--- config.mk ---
export PLATFORM = sky130hd
export DESIGN_NAME = acalt_regs
export DESIGN_NICKNAME = d
export VERILOG_FILES = /design/src/rtl/acalt_axis_correct.v /design/src/rtl/acalt_regs.v /design/src/rtl/acalt_trigger_seq.v
export VERILOG_INCLUDE_DIRS = /design/src /design/src/rtl
export SDC_FILE = /design/constraint.sdc
export NUM_CORES = 2
export LEC_CHECK = 0
export BUFFER_PORTS_ARGS = -buffer_cell sky130_fd_sc_hd__buf_2
export CAP_MARGIN = 10
export CORE_MARGIN = 2
export CORE_UTILIZATION = 43
export CTS_CLUSTER_DIAMETER = 40
export CTS_CLUSTER_SIZE = 20
export DETAILED_ROUTE_END_ITERATION = 6
export GPL_TIMING_DRIVEN = 0
export PLACE_DENSITY_LB_ADDON = 0.08
export SETUP_SLACK_MARGIN = 0.1
export SLEW_MARGIN = 20
export SYNTH_ARGS = -nofsm -noshare
export SYNTH_HDL_FRONTEND = slang
export SYNTH_SLANG_ARGS = --single-unit
export TNS_END_PERCENT = 20
--- constraint.sdc ---
create_clock -name clk -period 13.5 [get_ports clk]
set_input_delay 2.7 -clock clk [delete_from_list [all_inputs] [get_ports clk]]
set_output_delay 2.7 -clock clk [all_outputs]
set_load 0.005 [all_outputs]
--- src/rtl/acalt_defs.vh ---
// Offsets, field positions, reset values and counts for the calibration/trigger register bank
`ifndef ACALT_DEFS_VH
`define ACALT_DEFS_VH

// Register offsets (8-bit register address space)
`define ACALT_ADDR_MODE_CTRL    8'h10
`define ACALT_ADDR_STARTUP_TWO  8'h28
`define ACALT_ADDR_SAMPLE_COUNT 8'h29
`define ACALT_ADDR_X_OFF_LOW    8'h2A
`define ACALT_ADDR_X_OFF_HIGH   8'h2B
`define ACALT_ADDR_Y_OFF_LOW    8'h2C
`define ACALT_ADDR_Y_OFF_HIGH   8'h2D
`define ACALT_ADDR_Z_OFF_LOW    8'h2E
`define ACALT_ADDR_Z_OFF_HIGH   8'h2F
`define ACALT_ADDR_X_GAIN_LOW   8'h30
`define ACALT_ADDR_Y_GAIN_LOW   8'h31
`define ACALT_ADDR_Z_GAIN_LOW   8'h32

// Field positions
`define ACALT_MODE_MSB          2
`define ACALT_MODE_LSB          0
`define ACALT_OFFH_GAIN_BIT     7
`define ACALT_OFFH_OFF_MSB      6

// Reset values
`define ACALT_RST_STARTUP_TWO   8'h00
`define ACALT_RST_SAMPLE_COUNT  8'h00
`define ACALT_RST_MODE          3'h0

// Mode encodings of the operating mode field
`define ACALT_MODE_TRIGGER      3'h6

// Sample count meaning
`define ACALT_COUNT_ENDLESS     8'hFF
`define ACALT_COUNT_NONE        8'h00

// Offset result saturation limits for the corrected 16-bit value
`define ACALT_SAT_MAX           17'sh07FFF
`define ACALT_SAT_MIN           17'sh18000

`endif

--- src/rtl/acalt_axis_correct.v ---
// One axis of offset and gain correction ahead of the extended output registers
`timescale 1ns/100ps
module acalt_axis_correct
(
    input  wire               clk,            // System clock
    input  wire               reset_n,        // Async reset, active low
    input  wire               raw_valid,      // Raw sample strobe
    input  wire signed [15:0] raw_value,      // Raw acceleration result
    input  wire signed [14:0] offset_value,   // Signed calibration offset
    input  wire        [8:0]  gain_value,     // Unsigned gain, 256 = unity
    output reg                out_valid,      // Corrected sample strobe
    output reg  signed [15:0] out_value       // Corrected result
);

    // Offset added first, gain applied afterwards, both in one stage
    wire signed [16:0] sum      = {raw_value[15], raw_value} + {{2{offset_value[14]}}, offset_value};
    wire signed [26:0] product  = sum * $signed({1'b0, gain_value});
    wire signed [18:0] scaled   = product[26:8];
    reg  signed [15:0] next_out;            // Saturated result

    // Clamp to 16 bits so a large trim cannot wrap the sign
    always @*
    begin
        if (scaled > 19'sh07FFF)
            next_out = 16'h7FFF;
        else if (scaled < -19'sh08000)
            next_out = 16'h8000;
        else
            next_out = scaled[15:0];
    end

    // Register the corrected sample
    always @(posedge clk or negedge reset_n)
    begin
        if (!reset_n)
        begin
            out_valid <= 1'b0;
            out_value <= 16'h0000;
        end
        else
        begin
            out_valid <= raw_valid;
            if (raw_valid)
                out_value <= next_out;
        end
    end

endmodule // acalt_axis_correct

--- src/rtl/acalt_regs.v ---
// Calibration and one-shot trigger register bank with per-axis correction
`timescale 1ns/100ps
`include "acalt_defs.vh"

// Function
// Software writes zero to startup register first
// Capture exactly the counted samples, 1 to 254
// Count 255 samples until mode changes
// Add signed 15-bit offset before extended output
// Offsets load factory trim; writes replace it
// Low register offset 7:0, high 14:8
// Nine-bit gain: bit 8 in high bit 7
// Software updates shared registers by read-modify-write
// Z gain low byte own register, bit8 shared
// Mode field is bits 2:0 of mode
module acalt_regs
(
    input  wire        clk,             // System clock
    input  wire        reset_n,         // Async reset, active low
    input  wire        reg_wr,          // Register write strobe from the serial port
    input  wire        reg_rd,          // Register read strobe from the serial port
    input  wire [7:0]  reg_addr,        // Register address
    input  wire [7:0]  reg_wdata,       // Write data
    input  wire        trim_load,       // Factory trim load strobe
    input  wire [71:0] trim_data,       // Per-axis trim {gain9,offset15} x3, X lowest
    input  wire        sample_tick,     // Sample-rate tick from the engine
    input  wire        raw_valid,       // Raw sample strobe, all axes
    input  wire [47:0] raw_xyz,         // Raw results {z,y,x}
    output reg  [7:0]  reg_rdata,       // Read data
    output reg         reg_rvalid,      // Read data valid
    output reg  [2:0]  operating_mode_field, // Current mode
    output reg  [7:0]  startup_config_two,   // Startup register content
    output reg         sample_req,      // One-shot capture pulse
    output reg         trigger_busy,    // One-shot run in progress
    output reg         ext_valid,       // Corrected sample strobe
    output reg  [47:0] extended_output_regs  // Corrected results {z,y,x}
);

    reg  [7:0]  oneshot_sample_count;   // Samples per trigger
    reg  [14:0] offset_value [0:2];     // Per-axis offset, index 0=X 1=Y 2=Z
    reg  [8:0]  gain_value   [0:2];     // Per-axis gain
    reg  [7:0]  next_rdata;             // Read mux output
    wire        seq_req;                // Sequencer capture pulse
    wire        seq_busy;               // Sequencer busy level
    wire [2:0]  axis_valid;             // Corrected strobes per axis
    wire [47:0] axis_out;               // Corrected values per axis

    // Register map seen by the serial port
    //   0x10  mode control, bits 2:0 kept
    //   0x28  startup register, stored as written
    //   0x29  one-shot sample count
    //   0x2A  X offset bits 7:0
    //   0x2B  X gain bit 8, X offset bits 14:8
    //   0x2C  Y offset bits 7:0
    //   0x2D  Y gain bit 8, Y offset bits 14:8
    //   0x2E  Z offset bits 7:0
    //   0x2F  Z gain bit 8, Z offset bits 14:8
    //   0x30  X gain bits 7:0
    //   0x31  Y gain bits 7:0
    //   0x32  Z gain bits 7:0
    // Any other address ignores writes and reads back zero.
    // Calibration bytes read back although the host need only write
    // them; without that a read-modify-write of a shared byte is blind.
    // Offsets are signed two's complement; gains are unsigned with
    // 256 standing for unity.

    // Address to axis index for the low offset registers, 3 = none
    function [1:0] off_low_axis;
        input [7:0] a;
        begin
            case (a)
                `ACALT_ADDR_X_OFF_LOW: off_low_axis = 2'd0;
                `ACALT_ADDR_Y_OFF_LOW: off_low_axis = 2'd1;
                `ACALT_ADDR_Z_OFF_LOW: off_low_axis = 2'd2;
                default:               off_low_axis = 2'd3;
            endcase
        end
    endfunction

    // Address to axis index for the high offset registers
    function [1:0] off_high_axis;
        input [7:0] a;
        begin
            case (a)
                `ACALT_ADDR_X_OFF_HIGH: off_high_axis = 2'd0;
                `ACALT_ADDR_Y_OFF_HIGH: off_high_axis = 2'd1;
                `ACALT_ADDR_Z_OFF_HIGH: off_high_axis = 2'd2;
                default:                off_high_axis = 2'd3;
            endcase
        end
    endfunction

    // Address to axis index for the gain low byte registers
    function [1:0] gain_axis;
        input [7:0] a;
        begin
            case (a)
                `ACALT_ADDR_X_GAIN_LOW: gain_axis = 2'd0;
                `ACALT_ADDR_Y_GAIN_LOW: gain_axis = 2'd1;
                `ACALT_ADDR_Z_GAIN_LOW: gain_axis = 2'd2;
                default:                gain_axis = 2'd3;
            endcase
        end
    endfunction

    // Plain control registers; startup register holds whatever is written,
    // since keeping it zero is the host's duty
    always @(posedge clk or negedge reset_n)
    begin
        if (!reset_n)
        begin
            startup_config_two   <= `ACALT_RST_STARTUP_TWO;
            oneshot_sample_count <= `ACALT_RST_SAMPLE_COUNT;
            operating_mode_field <= `ACALT_RST_MODE;
        end
        else if (reg_wr)
        begin
            case (reg_addr)
                `ACALT_ADDR_STARTUP_TWO:
                begin
                    // Kept as written; writing zero is the host's duty
                    startup_config_two <= reg_wdata;
                end
                `ACALT_ADDR_SAMPLE_COUNT:
                begin
                    // Read by the sequencer only when a run starts
                    oneshot_sample_count <= reg_wdata;
                end
                `ACALT_ADDR_MODE_CTRL:
                begin
                    // Upper bits of the mode byte are not stored
                    operating_mode_field <= reg_wdata[`ACALT_MODE_MSB:`ACALT_MODE_LSB];
                end
                default:
                begin
                    // Other addresses belong to the calibration array or elsewhere
                end
            endcase
        end
    end

    // Calibration array per axis: trim load wins over a same-cycle write
    // so a forced reload always leaves the factory value in place
    genvar g;
    generate
        for (g = 0; g < 3; g = g + 1)
        begin : g_cal
            always @(posedge clk or negedge reset_n)
            begin
                if (!reset_n)
                begin
                    // Zero until the factory trim load arrives after power-on
                    offset_value[g] <= 15'h0000;
                    gain_value[g]   <= 9'h000;
                end
                else if (trim_load)
                begin
                    offset_value[g] <= trim_data[g*24 +: 15];
                    gain_value[g]   <= trim_data[g*24+15 +: 9];
                end
                else if (reg_wr)
                begin
                    // Low byte: offset bits 7:0
                    if (off_low_axis(reg_addr) == g)
                    begin
                        offset_value[g][7:0] <= reg_wdata;
                    end
                    // Shared byte: gain bit 8 over offset bits 14:8
                    if (off_high_axis(reg_addr) == g)
                    begin
                        offset_value[g][14:8] <= reg_wdata[`ACALT_OFFH_OFF_MSB:0];
                        gain_value[g][8]      <= reg_wdata[`ACALT_OFFH_GAIN_BIT];
                    end
                    // Gain byte: gain bits 7:0, one address per axis
                    if (gain_axis(reg_addr) == g)
                    begin
                        gain_value[g][7:0] <= reg_wdata;
                    end
                end
            end

            // Correction path for this axis
            acalt_axis_correct u_corr
            (
                .clk          (clk),
                .reset_n      (reset_n),
                .raw_valid    (raw_valid),
                .raw_value    (raw_xyz[g*16 +: 16]),
                .offset_value (offset_value[g]),
                .gain_value   (gain_value[g]),
                .out_valid    (axis_valid[g]),
                .out_value    (axis_out[g*16 +: 16])
            );
        end
    endgenerate

    // Read mux; calibration registers read back so software can do
    // read-modify-write on the shared high bytes
    always @*
    begin
        next_rdata = 8'h00;
        case (reg_addr)
            `ACALT_ADDR_MODE_CTRL:
            begin
                // Only the mode field exists; the rest reads zero
                next_rdata = {5'h00, operating_mode_field};
            end
            `ACALT_ADDR_STARTUP_TWO:
            begin
                next_rdata = startup_config_two;
            end
            `ACALT_ADDR_SAMPLE_COUNT:
            begin
                next_rdata = oneshot_sample_count;
            end
            default:
            begin
                if (off_low_axis(reg_addr) != 2'd3)
                begin
                    // Offset low byte
                    next_rdata = offset_value[off_low_axis(reg_addr)][7:0];
                end
                else if (off_high_axis(reg_addr) != 2'd3)
                begin
                    // Shared byte: gain bit 8 over offset bits 14:8
                    next_rdata = {gain_value[off_high_axis(reg_addr)][8],
                                  offset_value[off_high_axis(reg_addr)][14:8]};
                end
                else if (gain_axis(reg_addr) != 2'd3)
                begin
                    // Gain low byte
                    next_rdata = gain_value[gain_axis(reg_addr)][7:0];
                end
                // Unmapped addresses keep the zero set above
            end
        endcase
    end

    // Read data register; unmapped addresses read zero
    always @(posedge clk or negedge reset_n)
    begin
        if (!reset_n)
        begin
            reg_rdata  <= 8'h00;
            reg_rvalid <= 1'b0;
        end
        else
        begin
            reg_rvalid <= reg_rd;
            if (reg_rd)
            begin
                // Held until the next read, so a slow host can still take it
                reg_rdata <= next_rdata;
            end
        end
    end

    // A run starts when the mode field enters the trigger mode with a
    // non-zero count. A count of 255 runs until the mode field changes;
    // any other count stops after that many capture pulses.
    // One-shot sequencer
    acalt_trigger_seq u_seq
    (
        .clk          (clk),
        .reset_n      (reset_n),
        .mode         (operating_mode_field),
        .sample_count (oneshot_sample_count),
        .sample_tick  (sample_tick),
        .sample_req   (seq_req),
        .busy         (seq_busy)
    );

    // Latency, in clock edges after the edge that takes the request:
    //   register write   visible one edge later
    //   register read    data and valid one edge later
    //   sample tick      capture pulse two edges later
    //   raw sample       corrected result two edges later
    // The retiming stage below costs one cycle on the last two paths
    // and keeps every port of this block on a flop.
    // Retime sequencer and correction results so every output is a flop
    always @(posedge clk or negedge reset_n)
    begin
        if (!reset_n)
        begin
            sample_req           <= 1'b0;
            trigger_busy         <= 1'b0;
            ext_valid            <= 1'b0;
            extended_output_regs <= 48'h000000000000;
        end
        else
        begin
            sample_req   <= seq_req;
            trigger_busy <= seq_busy;
            ext_valid    <= axis_valid[0];
            if (axis_valid[0])
            begin
                // All axes share raw_valid, so the X strobe stands for all
                extended_output_regs <= axis_out;
            end
        end
    end

endmodule // acalt_regs

--- src/rtl/acalt_trigger_seq.v ---
// One-shot trigger sample counter
`timescale 1ns/100ps
`include "acalt_defs.vh"
module acalt_trigger_seq
(
    input  wire       clk,          // System clock
    input  wire       reset_n,      // Async reset, active low
    input  wire [2:0] mode,         // Operating mode field
    input  wire [7:0] sample_count, // Samples per trigger
    input  wire       sample_tick,  // Sample-rate tick from the engine
    output reg        sample_req,   // Capture one sample, one-cycle pulse
    output reg        busy          // Trigger run in progress
);

    localparam ST_IDLE = 2'd0;      // Waiting for trigger mode entry
    localparam ST_RUN  = 2'd1;      // Counting samples
    localparam ST_DONE = 2'd2;      // Finished, wait for mode to leave trigger

    reg  [1:0] state;               // Sequencer state
    reg  [7:0] remaining;           // Samples still to take
    reg        endless;             // Count was 255 at start
    wire       oneshot_trigger_mode = (mode == `ACALT_MODE_TRIGGER); // Trigger mode selected

    // Entry into trigger mode starts a run; leaving the mode aborts it
    always @(posedge clk or negedge reset_n)
    begin
        if (!reset_n)
        begin
            state      <= ST_IDLE;
            remaining  <= 8'h00;
            endless    <= 1'b0;
            sample_req <= 1'b0;
            busy       <= 1'b0;
        end
        else
        begin
            sample_req <= 1'b0;
            case (state)
                ST_IDLE:
                begin
                    // A count of zero is outside the legal range and starts nothing
                    if (oneshot_trigger_mode && sample_count != `ACALT_COUNT_NONE)
                    begin
                        state     <= ST_RUN;
                        busy      <= 1'b1;
                        remaining <= sample_count;
                        endless   <= (sample_count == `ACALT_COUNT_ENDLESS);
                    end
                end
                ST_RUN:
                begin
                    if (!oneshot_trigger_mode)
                    begin
                        state <= ST_IDLE;
                        busy  <= 1'b0;
                    end
                    else if (sample_tick)
                    begin
                        sample_req <= 1'b1;
                        if (!endless)
                        begin
                            remaining <= remaining - 8'h01;
                            if (remaining == 8'h01)
                            begin
                                state <= ST_DONE;
                                busy  <= 1'b0;
                            end
                        end
                    end
                end
                ST_DONE:
                begin
                    // Re-arm only after software leaves and re-enters trigger mode
                    if (!oneshot_trigger_mode)
                        state <= ST_IDLE;
                end
                default:
                begin
                    state <= ST_IDLE;
                    busy  <= 1'b0;
                end
            endcase
        end
    end

endmodule // acalt_trigger_seq

## Yosys cells after proc, flatten, opt, wreduce, memory -nomap -nowiden

Index checks and enable logic that the tools add are counted.

- Register bits after elaboration: 213
- Output and inout bits: 71
- Word-level logic and storage cells: 209

- Add/sub/neg operators: 4
- Multipliers: 3
- Order comparisons: 9
- Equality and inequality tests: 34
- Mux-type cells: 91
- Bitwise gates (word level): 4
- Reductions and logical operators: 34

Operators with widths:

| cell | number |
|---|---|
| $mux 8 | 17 |
| $mux 15 | 8 |
| $mux 16 | 6 |
| $eq 8x6->1 const B | 11 |
| $mul 17x10->27 | 3 |
| $mux 9 | 8 |
| $bmux 15 s2 | 2 |
| $gt 19x16->1 const B | 3 |
| $lt 19x16->1 const B | 3 |
| $mux 2 | 27 |
| $add 16x15->17 | 3 |
| $bmux 9 s2 | 2 |
| $reduce_and 2->1 | 13 |
| $pmux 2 s3 | 4 |
| $pmux 8 s3 | 1 |
| $reduce_bool 2->1 | 11 |
| $mux 7 | 3 |
| $pmux 8 s2 | 1 |
| $reduce_and 5->1 | 3 |
| $ne 2x2->1 const B | 6 |
| $mux 1 | 11 |
| $ge 3x3->1 const B | 3 |
| $ne 3x3->1 const B | 3 |
| $not 2->3 | 3 |
| 14 further kinds | 24 |

## Logic depth before layout (Yosys ltp)

- Word-level depth: 23
- Depth in mapped cells: 32
- Depth with buffers taken out: 31

## Modules after synthesis

A second synthesis with hierarchy kept.

- Cell total of the unflattened synthesis: 3,050
- Area total of the unflattened synthesis: 29,025.3 um2

By module, submodules not included:

| module | instances | cells an instance | area each (um2) | seq. area each (um2) |
|---|---|---|---|---|
| acalt_axis_correct at g_cal[2].u_corr | 1 | 820 | 7,233.2 | 425.4 |
| acalt_regs | 1 | 588 | 7,154.4 | 3,778.6 |
| acalt_axis_correct at g_cal[1].u_corr | 1 | 798 | 7,025.5 | 425.4 |
| acalt_axis_correct at g_cal[0].u_corr | 1 | 758 | 6,784.0 | 425.4 |
| acalt_trigger_seq | 1 | 86 | 828.3 | 325.3 |

## Worst setup path after synthesis

OpenSTA, ideal clock, no wires.

- Path type: input port to flip-flop
- Start point: input port raw_xyz[17]
- End point: register g_cal[1].u_corr.out_value[10]
- Setup time: 0.082 ns
- Data arrival time: 9.837 ns
- Required time: 13.418 ns
- Path slack: 3.581 ns
- Cell stages on the path: 30
- Buffers on the path: 1
- Cells stage by stage: ha_1 -> a21o_1 -> a21oi_1 -> o21bai_1 -> a21o_1 -> a21oi_1 -> o21ai_0 -> o211ai_1 -> nand3_1 -> a211oi_1 -> and2_1 -> fa_1 -> fa_1 -> fa_1 -> fa_1 -> inv_1 -> fa_1 -> inv_1 -> ha_1 -> and4_1 -> nand3_1 -> nor2_1 -> a211oi_1 -> o31ai_4 -> o221ai_2 -> nand2b_1 -> xnor3_2 -> o21a_4 -> buf_6 -> o22ai_1

- Word-level cells in the longest chain between the ends: 5
- Elaborated cells between the ends (all ways): 6
- Classes of those cells: add/sub: 1; mul: 1; order compare: 2; mux: 2

RTL lines:

| element | line | text |
|---|---|---|
| start, declared | acalt_regs.v:28 | `input wire [47:0] raw_xyz,` |
| $add 16x15->17 (*) | acalt_axis_correct.v:16 | `wire signed [16:0] sum = {raw_value[15], raw_value} + {{2{offset_value[14]}}, offset_value};` |
| $mul 17x10->27 (*) | acalt_axis_correct.v:17 | `wire signed [26:0] product = sum * $signed({1'b0, gain_value});` |
| $lt 19x16->1 | acalt_axis_correct.v:26 | `else if (scaled < -19'sh08000)` |
| $mux 16 | acalt_axis_correct.v:26 |  |
| $mux 16 (*) | acalt_axis_correct.v:24 | `if (scaled > 19'sh07FFF)` |
| end signal, assigned | acalt_axis_correct.v:44 | `out_value <= next_out;` |
| end, declared | acalt_axis_correct.v:12 | `output reg signed [15:0] out_value` |

Every way passes the cells marked *; elsewhere a longest branch is shown, timed or not.
A chain may end at the register's enable or synchronous reset.

## Worst setup path after layout

- Start point: input port raw_xyz[17]
- End point: register g_cal[1].u_corr.out_value[11]

Same word-level chain as after synthesis.

==> flow_summary.toml <==
[finish]
layout-drive-gt1-share_pct = 12.52
diodes = 0
seq_area_mm2 = 0.005330
n_fill_cell = 6185
multiInputGateArea_mm2 = 0.02023
fin_nets = 3987
stdcell_area_mm2 = 0.03162
syn2layout_area_growth_pct = 13.49

[critical_path]
rr_endpoint = "g_cal[1].u_corr.out_value[11]"
path_class = "input port to register"
cp.arrival_ns = 11.06
r2r-start = "offset_value[16]"
crit_path_frequent_cell = "fa_1"
cp-end-kind = "register"
worst_path_max_delay_cell = "o21ai_1"
crit_fanout = 10
rr_worst_depth = 31
max_stage_delay_ns = 0.71
start_kind = "input port"
cp.required_ns = 13.98
reg2reg_slack_ns = 4.74

[grt]
globalRoute.totalOverflow = 0
track_usage_pct = 24.61
grt_pass1_wl_um = 128200
grt_max_degree = 79
grt_pass1_vias = 22700
antenna_found_initial = 1

[floorplan]
die_w_um = 258.6
num_rows = 93
dieArea_mm2 = 0.06685
num_io_pins = 214
start_util_pct = 43.38
die_height_um = 258.6
coreArea_mm2 = 0.06423

[sta]
tightest_slew_ns = 1.122
period_share_pct = 78.42
skew_ns = 0.06165
layout_min_cycle_time_ns = 10.59
hold_slack_ns = 0.3524
slew_headroom_pct = 24.92
rsz0062_at_grt = "false"
drv_slew = 0
layout_setup_ws_ns = 2.914
clock.fmax_mhz = 94.46
finalSetupViolCount = 0
hold_viol = 0
tns_ns = 0

[yosys]
synth-edff-count = 0
synth.distinct_cells = 88
ys_top_cells_by_count = "inv_1 (496), fa_1 (387), nand2_1 (351), ha_1 (221), dfrtp_1 (213)"
yosysTopAreaCell = "fa_1"
synth_nets = 3733
syn_inst = 2982
ys.flop_type = "dfrtp_1"
yosysMostFrequentCell = "inv_1"
syn_avg_cell_area_um2 = 9.343
ys_seq_area_share_pct = 19.13
yosysTopAreaCellShare_pct = 27.81
ys_seq_elements = 213
synth_area_leaders = "fa_1 (28%), dfrtp_1 (19%), ha_1 (9.9%), inv_1 (6.7%), nand2_1 (4.7%)"
syn-cell-area_mm2 = 0.02786
ys_warn_count = 0
async_flop_share_pct = 100.0

[clock_network]
numCtsBuffers = 40
cts_resized = 0
clk_pin_slew_ns = 0.06
root_buffer = "clkbuf_16"
cts_sinks = 213
clock_latency_ns = 0.59
cts_tree = "built"
clk_path_buf_depth = 3
post-cts-setup-buffers = 0
ctsHoldBuffers = 0
h-tree-depth = 2

[routing]
wl_um = 81740
antenna_violating_nets_post_route = 0
vias = 21750
drt_iter0_drc = 1296
drc = 0
wl_per_cell_um = 19.83
viasPerCell = 5.277
first_pass_iters = 6

[worst_hold_path]
hold_end = "sample_req"
hold_class = "register to register"
min_path_cells = 0
min_from = "u_seq.sample_req"

[placed_design]
gp_congestion = 0.9033
port_buffers = 209
place_area_mm2 = 0.03006
post-place-ws_ns = 2.379
dpl.hpwl_um = 67710

[job]
maxCapViolCount = 0

[status]
status = "finished clean"
## registers in the layout (all words and copies together) (netlist names)
register,cells
extended_output_regs,48
g_cal.u_corr.out_value,48
offset_value,45
gain_value,27
oneshot_sample_count,8
reg_rdata,8
startup_config_two,8
u_seq.remaining,8
operating_mode_field,3
u_seq.state,2
ext_valid,1
g_cal.u_corr.out_valid,1
reg_rvalid,1
sample_req,1
trigger_busy,1
u_seq.busy,1
u_seq.endless,1
u_seq.sample_req,1
## per-stage QoR
step           std cells  utilization, %
2_1_floorplan       2982               -
5_1_grt             4122           49.23
4_1_cts             4122           49.23
3_5_place_dp        4049           46.80
3_3_place_gp        4046           46.67
6_report            4122           49.23
## cells by family (layout without fill, tap and decap cells)
group	count (synthesis)	in the layout	synth area share, %
buffers and inverters	606	891	8.285
multiplexers	169	169	6.471
XOR/XNOR	101	101	3.229
AND/OR/NAND/NOR	855	855	15.07
flip-flops	213	213	19.13
AO/OA/AOI/OAI	430	430	10.09
adder cells (fa/ha/maj)	608	608	37.73
## critical path: cells and delay by family
family,cells,cell delay (ns)
adder cells (fa/ha/maj),7,3.23
buffers and inverters,5,0.42
AND/OR/NAND/NOR,4,0.60
AO/OA/AOI/OAI,15,3.65
XOR/XNOR,1,0.46
## worst max path at each step
stage           startpoint                       endpoint  slack (ns)  depth (start not counted)
2_1_floorplan  raw_xyz[17]  g_cal[1].u_corr.out_value[10]        3.58                         30
3_3_place_gp   raw_xyz[17]  g_cal[1].u_corr.out_value[12]        2.25                         32
3_5_place_dp   raw_xyz[32]   g_cal[2].u_corr.out_value[5]        2.38                         31
4_1_cts        raw_xyz[17]  g_cal[1].u_corr.out_value[11]        2.96                         32
5_1_grt        raw_xyz[32]   g_cal[2].u_corr.out_value[4]        2.39                         31
6_report       raw_xyz[17]  g_cal[1].u_corr.out_value[11]        2.91                         32
## layer usage
layer | up-vias | track usage (%) | wire [um]
met2 | 513 | 41.14 | 39130
met4 | 2 | 7.001 | 2276
met5 | - | 0 | 10
li1 | 10100 | - | -
met3 | 122 | 3.237 | 3829
met1 | 11020 | 33.56 | 36490
## cell usage in the layout, fill, tap and decap left out, types with 14 or more instances in the layout
| cell type | n |
|---|---|
| a31oi_1 | 14 |
| mux2i_1 | 98 |
| clkbuf_1 | 98 |
| fa_1 | 387 |
| nand2b_1 | 20 |
| xnor2_1 | 77 |
| o22ai_1 | 24 |
| nand3_1 | 24 |
| nor2_1 | 120 |
| dfrtp_1 | 213 |
| mux2_2 | 69 |
| o21a_1 | 16 |
| a221o_1 | 15 |
| buf_2 | 214 |
| a21o_1 | 25 |
| nand2_1 | 351 |
| ha_1 | 221 |
| clkbuf_16 | 40 |
| a21oi_1 | 88 |
| nor3_1 | 26 |
| xor2_1 | 23 |
| o21ai_0 | 144 |
| and2_1 | 202 |
| nor2b_1 | 36 |
| inv_1 | 496 |
## final cells by class
class,count,share of cell area (%)
buffer,109,1.401
clock buffer,46,3.332
clock inverter,27,1.591
inverter,497,5.900
multi-input combinational,2163,63.99
sequential,213,16.86
tap,855,3.383
timing repair buffer,212,3.550
Power is not shown: default switching activity piles up to over one toggle a cycle in this logic, so the estimate is an artifact.
